### src/rtl/tws_regs.vh
// register map, field positions, status codes and timing for the
// two-wire master sequencer; assumes a 10 MHz system clock
`ifndef TWS_REGS_VH
`define TWS_REGS_VH

// register indices on the plain register port
`define TWS_ADDR_CTRL 2'h0
`define TWS_ADDR_STAT 2'h1
`define TWS_ADDR_DATA 2'h2

// bus_control bit positions
`define TWS_B_FLAG 7
`define TWS_B_ACK 6
`define TWS_B_STA 5
`define TWS_B_STO 4
`define TWS_B_WCOL 3
`define TWS_B_EN 2
`define TWS_B_IE 0

// bus_status_reg status codes, prescaler bits zero
`define TWS_ST_START 8'h08
`define TWS_ST_RSTART 8'h10
`define TWS_ST_AW_ACK 8'h18
`define TWS_ST_AW_NACK 8'h20
`define TWS_ST_DW_ACK 8'h28
`define TWS_ST_DW_NACK 8'h30
`define TWS_ST_ARB 8'h38
`define TWS_ST_AR_ACK 8'h40
`define TWS_ST_AR_NACK 8'h48
`define TWS_ST_DR_ACK 8'h50
`define TWS_ST_DR_NACK 8'h58
`define TWS_ST_IDLE 8'hF8

// reset values
`define TWS_CTRL_RST 8'h00
`define TWS_DATA_RST 8'hFF

// quarter bit time and system clock period
`define TWS_QTR_NS 2500
`define TWS_CLK_NS 100

// bit engine: last phase of a bit and index of the acknowledge bit
`define TWS_PH_LAST 2'h3
`define TWS_ACK_BIT 4'h8

`endif

### src/rtl/tws_master.v
// two-wire master sequencer: start, address, transmit and receive
// bytes, stop and repeated start behind three byte-wide registers.
// assumes one system clock; scl and sda are open-drain pins resolved
// outside, and both are asynchronous to clk.
//
// Functional notes
// - after a transmitted data byte, post 0x28 on ack, 0x30 on nack; then accept next step
// - flag cleared with stop only: send stop, clear stop request itself
// - flag cleared with start and stop: stop, then start, clear stop request
// - arbitration lost in write address or data: 0x38; plain clear releases bus
// - after arbitration loss, clear with start: wait for free bus, then start
// - master only after start; address direction bit picks transmit or receive
// - start waits until the bus is free, never over another master
// - once start is sent, set flag and post 0x08
// - flag clears by writing one together with the enable bit; clearing continues the transfer
// - after read address and ack bit, set flag with 0x38, 0x40 or 0x48
// - received byte stays valid in data register while flag is set
// - start while owning bus is a repeated start and posts 0x10
// - data write with flag low is dropped and sets write collision
`timescale 1ns/1ps
`include "tws_regs.vh"

module tws_master #(
	parameter [15:0] QTR_CYC = (`TWS_QTR_NS + `TWS_CLK_NS - 1) / `TWS_CLK_NS
) (
	input wire clk,
	input wire rst_n,
	input wire ce,
	input wire [1:0] reg_addr,
	input wire [7:0] reg_wdata,
	input wire reg_wr,
	input wire reg_rd,
	output reg [7:0] reg_rdata,
	input wire scl_in,
	output wire scl_out,
	output wire scl_oe_n,
	input wire sda_in,
	output wire sda_out,
	output wire sda_oe_n,
	output wire irq
);

	localparam [2:0] ST_IDLE = 3'h0;
	localparam [2:0] ST_WFREE = 3'h1;
	localparam [2:0] ST_START = 3'h2;
	localparam [2:0] ST_STOP = 3'h3;
	localparam [2:0] ST_BYTE = 3'h4;

	// decoding shared by the read and write paths
	function hit;
		input [1:0] a;
		input [1:0] r;
		begin
			hit = (a == r);
		end
	endfunction

	// two-stage synchronisers for the scl and sda pins
	wire [1:0] pin_in = {scl_in, sda_in};
	wire [1:0] pin_s;
	genvar g;
	generate
		for (g = 0; g < 2; g = g + 1) begin : sync
			reg m_r;
			reg s_r;
			always @(posedge clk or negedge rst_n) begin
				if (!rst_n) begin
					m_r <= 1'b1;
					s_r <= 1'b1;
				end else if (ce) begin
					m_r <= pin_in[g];
					s_r <= m_r;
				end
			end
			assign pin_s[g] = s_r;
		end
	endgenerate
	wire scl_s = pin_s[1];
	wire sda_s = pin_s[0];

	reg sda_p_r;
	reg busy_r;
	// bus monitor: start/stop seen by sda edges while scl high
	always @(posedge clk or negedge rst_n) begin
		if (!rst_n) begin
			sda_p_r <= 1'b1;
			busy_r <= 1'b0;
		end else if (ce) begin
			sda_p_r <= sda_s;
			if (scl_s && sda_p_r && !sda_s)
				busy_r <= 1'b1;
			else if (scl_s && !sda_p_r && sda_s)
				busy_r <= 1'b0;
		end
	end

	reg flag_r;
	reg ack_r;
	reg sta_r;
	reg sto_r;
	reg wcol_r;
	reg en_r;
	reg ie_r;
	reg [1:0] presc_r;
	reg [7:0] code_r;
	reg [7:0] data_r;
	reg go_r;
	reg [2:0] state_r;
	reg [1:0] ph_r;
	reg [3:0] bit_r;
	reg [15:0] cnt_r;
	reg [7:0] shift_r;
	reg scl_low_r;
	reg sda_low_r;
	reg owner_r;
	reg addr_pend_r;
	reg rx_mode_r;
	reg rstart_r;
	reg ack_seen_r;

	wire wr_ctrl = reg_wr && hit(reg_addr, `TWS_ADDR_CTRL);
	wire wr_stat = reg_wr && hit(reg_addr, `TWS_ADDR_STAT);
	wire wr_data = reg_wr && hit(reg_addr, `TWS_ADDR_DATA);

	// prescaler stretches the quarter bit by four per step
	wire [15:0] qlim = QTR_CYC << {presc_r, 1'b0};
	// hold the phase timer while scl is released but still low,
	// so a slave stretching the clock slows the whole sequence
	wire stretch = !scl_low_r && !scl_s;
	wire busy_act = (state_r == ST_START) || (state_r == ST_STOP) ||
		(state_r == ST_BYTE);
	wire tick = busy_act && !stretch && (cnt_r >= qlim - 16'h0001);
	wire tx_now = addr_pend_r || !rx_mode_r;

	// open-drain pins: output is always low, enable low while pulling
	assign scl_out = 1'b0;
	assign sda_out = 1'b0;
	assign scl_oe_n = !scl_low_r;
	assign sda_oe_n = !sda_low_r;
	assign irq = ie_r && flag_r;

	// register writes, sequencer and bit engine
	always @(posedge clk or negedge rst_n) begin
		if (!rst_n) begin
			{flag_r, ack_r, sta_r, sto_r, wcol_r, en_r, ie_r} <= 7'h00;
			presc_r <= 2'h0;
			code_r <= `TWS_ST_IDLE;
			data_r <= `TWS_DATA_RST;
			go_r <= 1'b0;
			state_r <= ST_IDLE;
			ph_r <= 2'h0;
			bit_r <= 4'h0;
			cnt_r <= 16'h0000;
			shift_r <= 8'h00;
			scl_low_r <= 1'b0;
			sda_low_r <= 1'b0;
			owner_r <= 1'b0;
			addr_pend_r <= 1'b0;
			rx_mode_r <= 1'b0;
			rstart_r <= 1'b0;
			ack_seen_r <= 1'b0;
		end else if (ce) begin
			// software side; hardware sets below win over a clear
			if (wr_ctrl) begin
				ack_r <= reg_wdata[`TWS_B_ACK];
				sta_r <= reg_wdata[`TWS_B_STA];
				sto_r <= reg_wdata[`TWS_B_STO];
				en_r <= reg_wdata[`TWS_B_EN];
				ie_r <= reg_wdata[`TWS_B_IE];
				if (reg_wdata[`TWS_B_FLAG] && reg_wdata[`TWS_B_EN]) begin
					flag_r <= 1'b0;
					go_r <= 1'b1;
				end
			end
			if (wr_stat)
				presc_r <= reg_wdata[1:0];
			if (wr_data) begin
				if (flag_r) begin
					data_r <= reg_wdata;
					wcol_r <= 1'b0;
				end else begin
					wcol_r <= 1'b1;
				end
			end
			cnt_r <= (!busy_act || tick) ? 16'h0000 :
				(stretch ? cnt_r : cnt_r + 16'h0001);
			if (tick)
				ph_r <= ph_r + 2'h1;

			if (wr_ctrl && !reg_wdata[`TWS_B_EN]) begin
				// disabled: drop the sequence, pending step and ownership and let go of the bus; flag and status keep their values
				state_r <= ST_IDLE;
				go_r <= 1'b0;
				owner_r <= 1'b0;
				scl_low_r <= 1'b0;
				sda_low_r <= 1'b0;
			end else begin
				case (state_r)
				ST_IDLE: begin
					if (go_r) begin
						go_r <= 1'b0;
						ph_r <= 2'h0;
						bit_r <= 4'h0;
						if (sto_r && owner_r) begin
							state_r <= ST_STOP;
						end else if (sto_r) begin
							sto_r <= 1'b0;
							state_r <= sta_r ? ST_WFREE : ST_IDLE;
						end else if (sta_r) begin
							// repeated start keeps the bus, else wait for it
							state_r <= owner_r ? ST_START : ST_WFREE;
						end else if (owner_r) begin
							shift_r <= data_r;
							state_r <= ST_BYTE;
						end else begin
							// lost arbitration earlier: stay released
							code_r <= `TWS_ST_IDLE;
						end
					end
				end
				ST_WFREE: begin
					ph_r <= 2'h0;
					if (!busy_r)
						state_r <= ST_START;
				end
				ST_START: begin
					if (tick) begin
						case (ph_r)
						2'h0: sda_low_r <= 1'b0;
						2'h1: scl_low_r <= 1'b0;
						2'h2: sda_low_r <= 1'b1;
						default: begin
							scl_low_r <= 1'b1;
							rstart_r <= owner_r;
							owner_r <= 1'b1;
							addr_pend_r <= 1'b1;
							flag_r <= 1'b1;
							code_r <= owner_r ? `TWS_ST_RSTART :
								`TWS_ST_START;
							state_r <= ST_IDLE;
						end
						endcase
					end
				end
				ST_STOP: begin
					if (tick) begin
						case (ph_r)
						2'h0: sda_low_r <= 1'b1;
						2'h1: scl_low_r <= 1'b0;
						2'h2: sda_low_r <= 1'b0;
						default: begin
							// stop request clears itself; a start may follow
							sto_r <= 1'b0;
							owner_r <= 1'b0;
							addr_pend_r <= 1'b0;
							state_r <= sta_r ? ST_WFREE : ST_IDLE;
						end
						endcase
					end
				end
				ST_BYTE: begin
					if (tick) begin
						case (ph_r)
						2'h0: begin
							if (bit_r == `TWS_ACK_BIT)
								sda_low_r <= !tx_now && ack_r;
							else
								sda_low_r <= tx_now && !shift_r[7];
						end
						2'h1: scl_low_r <= 1'b0;
						2'h2: begin
							if (bit_r == `TWS_ACK_BIT) begin
								ack_seen_r <= !sda_s;
							end else if (tx_now && shift_r[7] && !sda_s) begin
								// another master pulled sda low: back off
								sda_low_r <= 1'b0;
								owner_r <= 1'b0;
								addr_pend_r <= 1'b0;
								flag_r <= 1'b1;
								code_r <= `TWS_ST_ARB;
								state_r <= ST_IDLE;
							end
							if (bit_r != `TWS_ACK_BIT)
								shift_r <= {shift_r[6:0], sda_s};
						end
						default: begin
							scl_low_r <= 1'b1;
							bit_r <= bit_r + 4'h1;
							if (bit_r == `TWS_ACK_BIT) begin
								sda_low_r <= 1'b0;
								flag_r <= 1'b1;
								state_r <= ST_IDLE;
								addr_pend_r <= 1'b0;
								if (addr_pend_r) begin
									rx_mode_r <= data_r[0];
									if (data_r[0])
										code_r <= ack_seen_r ? `TWS_ST_AR_ACK :
											`TWS_ST_AR_NACK;
									else
										code_r <= ack_seen_r ? `TWS_ST_AW_ACK :
											`TWS_ST_AW_NACK;
								end else if (rx_mode_r) begin
									data_r <= shift_r;
									code_r <= ack_r ? `TWS_ST_DR_ACK : `TWS_ST_DR_NACK;
								end else begin
									code_r <= ack_seen_r ? `TWS_ST_DW_ACK :
										`TWS_ST_DW_NACK;
								end
							end
						end
						endcase
					end
				end
				default: state_r <= ST_IDLE;
				endcase
			end
		end
	end

	// read data one cycle after the strobe; code_r only moves at the
	// end of a bus action or on a clear without the bus, so status is stable while it runs
	always @(posedge clk or negedge rst_n) begin
		if (!rst_n) begin
			reg_rdata <= 8'h00;
		end else if (ce) begin
			if (reg_rd) begin
				if (hit(reg_addr, `TWS_ADDR_CTRL))
					reg_rdata <= {flag_r, ack_r, sta_r, sto_r, wcol_r, en_r, 1'b0, ie_r};
				else if (hit(reg_addr, `TWS_ADDR_STAT))
					reg_rdata <= {code_r[7:3], 1'b0, presc_r};
				else if (hit(reg_addr, `TWS_ADDR_DATA))
					reg_rdata <= data_r;
				else
					reg_rdata <= 8'h00;
			end else begin
				reg_rdata <= 8'h00;
			end
		end
	end

endmodule

### config.mk
export PLATFORM = sky130hd
export DESIGN_NAME = tws_master
export DESIGN_NICKNAME = d
export VERILOG_FILES = /design/src/rtl/tws_master.v
export VERILOG_INCLUDE_DIRS = /design/src /design/src/rtl
export SDC_FILE = /design/constraint.sdc
export NUM_CORES = 1
export LEC_CHECK = 0
export BUFFER_PORTS_ARGS = -buffer_cell sky130_fd_sc_hd__buf_4
export CAP_MARGIN = 20
export CORE_AREA = 2 2 97 99
export DETAILED_ROUTE_END_ITERATION = 10
export DIE_AREA = 0 0 99 101
export PLACE_DENSITY = 0.75
export RECOVER_POWER = 25
export REMOVE_ABC_BUFFERS = 1
export SLEW_MARGIN = 10
export SYNTH_ARGS = -nofsm -noshare
export SYNTH_HDL_FRONTEND = slang
export SYNTH_SLANG_ARGS = --single-unit
### constraint.sdc
create_clock -name clk -period 3.2 [get_ports clk]
set_clock_uncertainty 0.15 [all_clocks]
set_input_delay 0.64 -clock clk [delete_from_list [all_inputs] [get_ports clk]]
set_output_delay 0.64 -clock clk [all_outputs]
set_load 0.05 [all_outputs]
**After elaboration in Yosys (flattened, before gate mapping)**

Index checks and enable logic that the tools add are counted.

- Output and inout port bits: 13
- Bits of input ports: 17
- Register bits: 79
- Word-level logic and storage cells: 277

- Reduce and logical (&&, ||, !) cells: 61
- Order comparisons: 1
- Add/sub/neg operators: 4
- Muxes and demuxes: 128
- Bitwise logic cells: 2
- Shift operators: 1
- Eq/ne operators: 51

Operators by type and width:

| kind | number |
|---|---|
| 8-bit two-way mux | 33 |
| 1-bit two-way mux | 45 |
| 3-bit two-way mux | 15 |
| 16-bit two-way mux | 2 |
| 8-bit one-hot mux with 2 select lines | 2 |
| 2-bit != test, second input constant | 13 |
| 8-bit one-hot mux with 3 select lines | 1 |
| 11-bit AND reduction | 2 |
| 3-bit by 2-bit != test with 1-bit output, second input constant | 7 |
| 4-bit two-way mux | 5 |
| 1-bit logical AND | 18 |
| 3-bit != test, second input constant | 6 |
| 6-bit AND reduction | 3 |
| 16-bit by 1-bit adder with 16-bit output, second input constant | 1 |
| 16-bit >= comparator | 1 |
| 1-bit one-hot mux with 2 select lines | 8 |
| 5-bit by 3-bit << shifter with 16-bit output, first input constant | 1 |
| 16-bit by 1-bit subtractor with 16-bit output, second input constant | 1 |
| 3-bit by 1-bit != test with 1-bit output, second input constant | 5 |
| 3-bit one-hot mux with 5 select lines | 1 |
| 15-bit AND reduction | 1 |
| 7-bit two-way mux | 2 |
| 13-bit AND reduction | 1 |
| 4-bit by 1-bit != test with 1-bit output, second input constant | 3 |
| other kinds (33) | 71 |

**Logic depth before layout (Yosys ltp)**

- Depth in word-level cells: 10
- Gate-level depth with buffers: 14
- Depth with buffers taken out: 12

**Worst setup path before layout**

OpenSTA, ideal clock, no wires.

- Path type: register to register
- From: register presc_r[0]
- To: register rx_mode_r
- Setup slack: -168 ps
- Data required time: 2923 ps
- Data arrival time: 3090 ps
- Stages on the path, launching flop included: 14
- Clock period less this slack: 3368 ps
- Library setup time: 127 ps
- Buffers on the path: 2
- Cells stage by stage: dfrtp_1 -> inv_1 -> ha_1 -> nor3_1 -> nand3_1 -> ha_1 -> or4_1 -> a211o_1 -> o32a_1 -> buf_6 -> and3_4 -> buf_6 -> nand4_2 -> mux2_1

- Word-level cells in the longest chain between the ends: 5

RTL lines:

| item | RTL line | RTL |
|---|---|---|
| start: declaration | tws_master.v:104 | `reg [1:0] presc_r;` |
| start signal: assignment | tws_master.v:176 | `presc_r <= reg_wdata[1:0];` |
| 5-bit by 3-bit << shifter with 16-bit output | tws_master.v:126 | `wire [15:0] qlim = QTR_CYC << {presc_r, 1'b0};` |
| 16-bit by 1-bit subtractor with 16-bit output | tws_master.v:132 | `wire tick = busy_act && !stretch && (cnt_r >= qlim - 16'h0001);` |
| 16-bit >= comparator | tws_master.v:132 |  |
| 1-bit logical AND | tws_master.v:132 |  |
| 7-bit AND reduction (no source line) | - |  |
| end signal: assignment | tws_master.v:295 | `rx_mode_r <= data_r[0];` |
| end: declaration | tws_master.v:117 | `reg rx_mode_r;` |

Every way passes these cells.
A chain may end at the register's enable or synchronous reset.

**Worst setup path in the final report**

- From: register presc_r[1]
- To: register state_r[2]

- Word-level cells in the longest chain between the ends: 6
- Elaborated cells on any way between the ends: 8
- Classes of those cells: 1 x add/sub; 1 x order compare; 3 x eq/ne; 1 x shift; 2 x reduce/logical

RTL lines:

| item | RTL line | RTL |
|---|---|---|
| 5-bit by 3-bit << shifter with 16-bit output * | tws_master.v:126 |  |
| 16-bit by 1-bit subtractor with 16-bit output * | tws_master.v:132 |  |
| 16-bit >= comparator * | tws_master.v:132 |  |
| 1-bit logical AND * | tws_master.v:132 |  |
| 3-bit by 2-bit != test with 1-bit output (no source line) | - |  |
| 13-bit AND reduction (no source line) * | - |  |
| end signal: assignment | tws_master.v:208 | `state_r <= sta_r ? ST_WFREE : ST_IDLE;` |
| end signal: assignment | tws_master.v:211 | `state_r <= owner_r ? ST_START : ST_WFREE;` |
| end signal: assignment | tws_master.v:256 | `state_r <= sta_r ? ST_WFREE : ST_IDLE;` |
| end: declaration | tws_master.v:108 | `reg [2:0] state_r;` |

Mark *: on every way between the ends. The rest lies on a longest branch, timed or not.

==> summary.txt <==
Status
  • Status: finished with violations
  • Failing checks: max-capacitance violations, max-slew violations, negative setup slack

STA
  • Max Slew Vio Count: 77
  • Final critical-path share of the clock period: 103%
  • Relative slew slack: -26.6%
  • Final setup margin: -0.111 ns
  • RSZ-0062 raised after global routing: true
  • Final setup violation count: 39
  • Setup_tns: -1.46 ns
  • Final hold vios: 0
  • Max Fclk: 302 MHz
  • Worst Max-Slew Pin Slew: 1.90 ns
  • Fin crit period: 3.31 ns

Power
  • Pwr Density: 556 mW/mm^2
  • Sw frac: 38.3%
  • Flop pwr share: 39.1%
  • Logic pwr share: 36.6%
  • Psw: 0.00123 W
  • Internal Power: 0.00199 W
  • LEAKAGE: 2.56 nW
  • Max VDD drop: 0.000497 V
  • Clock network power share: 24.3%

Yosys
  • Top-area cell type share of the netlist area: 30.0%
  • Post-synth ARST share: 100%
  • Number of synthesized flops with an enable pin: 0
  • Register area share after synthesis: 39.8%
  • Area leader, netlist: dfrtp_1
  • #FFs+latches synth: 76
  • Main synth FF type: dfrtp_1
  • Mapped Area: 0.00484 mm^2
  • Commonest cells in the netlist: dfrtp_1 (58), nand2_1 (55), o21ai_0 (41), a21oi_1 (33), nor2_1 (31)
  • Netlist cell types: 67
  • Synth Warn #: 0
  • Synth area leaders: dfrtp_1 (30%), dfstp_2 (9.8%), ha_1 (7.2%)
  • Mean Syn Cell Area: 8.95 um^2
  • Synthesized instance count: 541
  • Count leader, synth: dfrtp_1

Drt
  • Detailed Route WL: 13.2 mm
  • Post-DRT Antenna Nets: 0
  • DRT Pass-1 Iters: 5
  • Vias per cell: 6.21
  • Via Count: 4364
  • DR iter-0 viols: 343
  • Drc violations: 0
  • Routed wire per std cell: 18.7 um

Critical path
  • Critical path launch point type: flip-flop
  • CP startpoint: presc_r[1]$_DFFE_PN0P_
  • CP max FO: 4
  • WS Path Type: reg2reg
  • RR Startpoint: presc_r[1]$_DFFE_PN0P_
  • Crit path DAT: 3.40 ns
  • CP Capture Type: flip-flop
  • Worst Path Required: 3.29 ns

Final layout
  • Nets: 632
  • Final Util: 64.6%
  • N_diodes: 0
  • Post-Layout Inst Area: 0.00580 mm^2
  • P&R area growth vs syn: 19.9%
  • Fillers: 741
  • Register area: 0.00192 mm^2
  • Share of layout cells above drive strength 1: 26.0%
  • Area of the multi-input gates: 0.00286 mm^2

Die
  • Die width: 99 um
  • Die area: 0.0100 mm^2
  • Core area: 0.00898 mm^2
  • Ports: 30
  • Rows: 35
  • Initial Util: 53.9%
  • DIE HEIGHT: 101 um

Clock network
  • Max Buffers Root-to-Sink: 2
  • TritonCTS Buffers: 9
  • Clk sinks: 76
  • H-tree Lvls: 3
  • CTS tree: built
  • Skew-Pair Late Insertion Delay: 0.35 ns
  • # hold bufs at CTS: 0
  • Root buffer cell: clkbuf_8
  • Clk slew on worst S/H paths: 0.09 ns

GRT
  • Met1 global-route usage: 33.8%
  • First-pass GRT wire length: 20.9 mm
  • Largest net degree at the start of global routing: 77
  • Total grt overflow: 0
  • Total track usage: 26.1%
  • Vias in the first global route: 4242
  • Initial antenna violation count: 0
  • Met3 Use GR: 4.92%
  • Met2 usage: 43.3%
  • Grt peak-use layer: met2

Worst hold path
  • HP Class: reg2reg
  • Beginning of the worst hold path: code_r[3]$_DFFE_PN1P_

Placement
  • Gpl congestion: 1.01
  • Placed Instance Area: 0.00527 mm^2
  • Detailed Place HPWL: 9.09 mm
  • Port Buffers: 27

Job
  • Max-cap viol count: 1
## flip-flops by register name, summed over array words and instances, names as in the netlist, 2 cells and up
register,count
data_r,8
shift_r,8
cnt_r,16
code_r,5
presc_r,2
sync.m_r,2
reg_rdata,8
state_r,3
ph_r,2
bit_r,4
## cells in the final DEF, fill, tap and decap left out, drive strengths merged, types with 3 or more instances in the layout
cell / instances
nor4: 4
xor2: 3
mux2i: 20
a311o: 8
nor2: 33
buf: 62
and3: 12
clkinv: 3
dfstp: 18
a21oi: 33
a32o: 3
nand2b: 8
a32oi: 3
nand3b: 3
o22a: 3
clkbuf: 14
nor3: 22
mux2: 13
nand2: 55
ha: 28
nand4: 5
o22ai: 14
inv: 31
o21ai: 43
and2: 4
a31oi: 9
dfrtp: 58
nand3: 24
nor2b: 15
xnor2: 4
a211o: 3
## timing repair
action / in CTS / in global routing
setup buffers: 5 / 3
endpoints found under the hold margin: 0 / 0
setup endpoints to repair: 47 / 54
pin swaps: 4 / 16
resized for setup: 10 / 63
cloned: 0 / 1
## path summary, 6_finish.rpt
path,to,slack (ns),cells after the start
worst max register to register,state_r[2]$_DFFE_PN0P_,-0.11,11
worst min-delay path,code_r[3]$_DFFE_PN1P_,0.32,2
worst min register to register,code_r[3]$_DFFE_PN1P_,0.32,2
worst max-delay path,state_r[2]$_DFFE_PN0P_,-0.11,11
max in group asynchronous,owner_r$_DFFE_PN0P_,1.11,1
min in group asynchronous,cnt_r[9]$_DFFE_PN0P_,0.65,1
## routing by layer
layer  routed length [um]  part of all wire, %
met4                  355                  2.7
met1                 5550                   42
met2                 6620                   50
met5                    0                    0
met3                  642                  4.9
## worst max-delay path, cell delays in order (launching register included)
cell	delay [ns]
dfrtp_1	0.46
inv_2	0.09
ha_4	0.17
nor3_2	0.15
nand3_1	0.09
ha_2	0.19
or4_4	0.51
a211o_1	0.33
o32a_1	0.40
buf_4	0.19
a31o_4	0.25
a32o_1	0.22
## through the flow
stage	hold WS, ns	worst slack (ns)	total power, W	std cells
floorplan	0.194	-0.233	0.00193	510
global placement	0.313	-0.0398	0.00228	678
detailed placement	0.313	-0.243	0.00232	678
CTS	0.326	0.0135	0.00312	699
global route	0.354	-0.188	0.00339	703
finish	0.324	-0.111	0.00322	703
## power by group through the flow
stage / registers (W) / logic [W] / clock network [W]
4_1_cts: 0.00125 / 0.00108 / 0.000790
2_1_floorplan: 0.00129 / 0.000643 / 0
3_5_place_dp: 0.00127 / 0.00106 / 0
6_report: 0.00126 / 0.00118 / 0.000783
3_3_place_gp: 0.00126 / 0.00102 / 0
5_1_grt: 0.00128 / 0.00128 / 0.000829
## layout make-up
cell class                      count  area share, %
Sequential cell                    76           33.2
Clock buffer                       10           2.37
Multi-Input combinational cell    403           49.3
Timing Repair Buffer               66           9.56
Tap cell                          111           2.39
Inverter                           31           2.01
Clock inverter                      6           1.23
## cells by family after synthesis
logic type               after synthesis  share of synthesized area, %
AND/OR/NAND/NOR                      194                          20.4
AO/OA/AOI/OAI                        139                          18.5
flip-flops                            76                          39.8
buffers and inverters                 63                          5.66
multiplexers                          33                          7.16
adder cells (fa/ha/maj)               28                          7.24
XOR/XNOR                               7                          1.27
other                                  1                        0.0775
(Power assumes the default switching activity.)
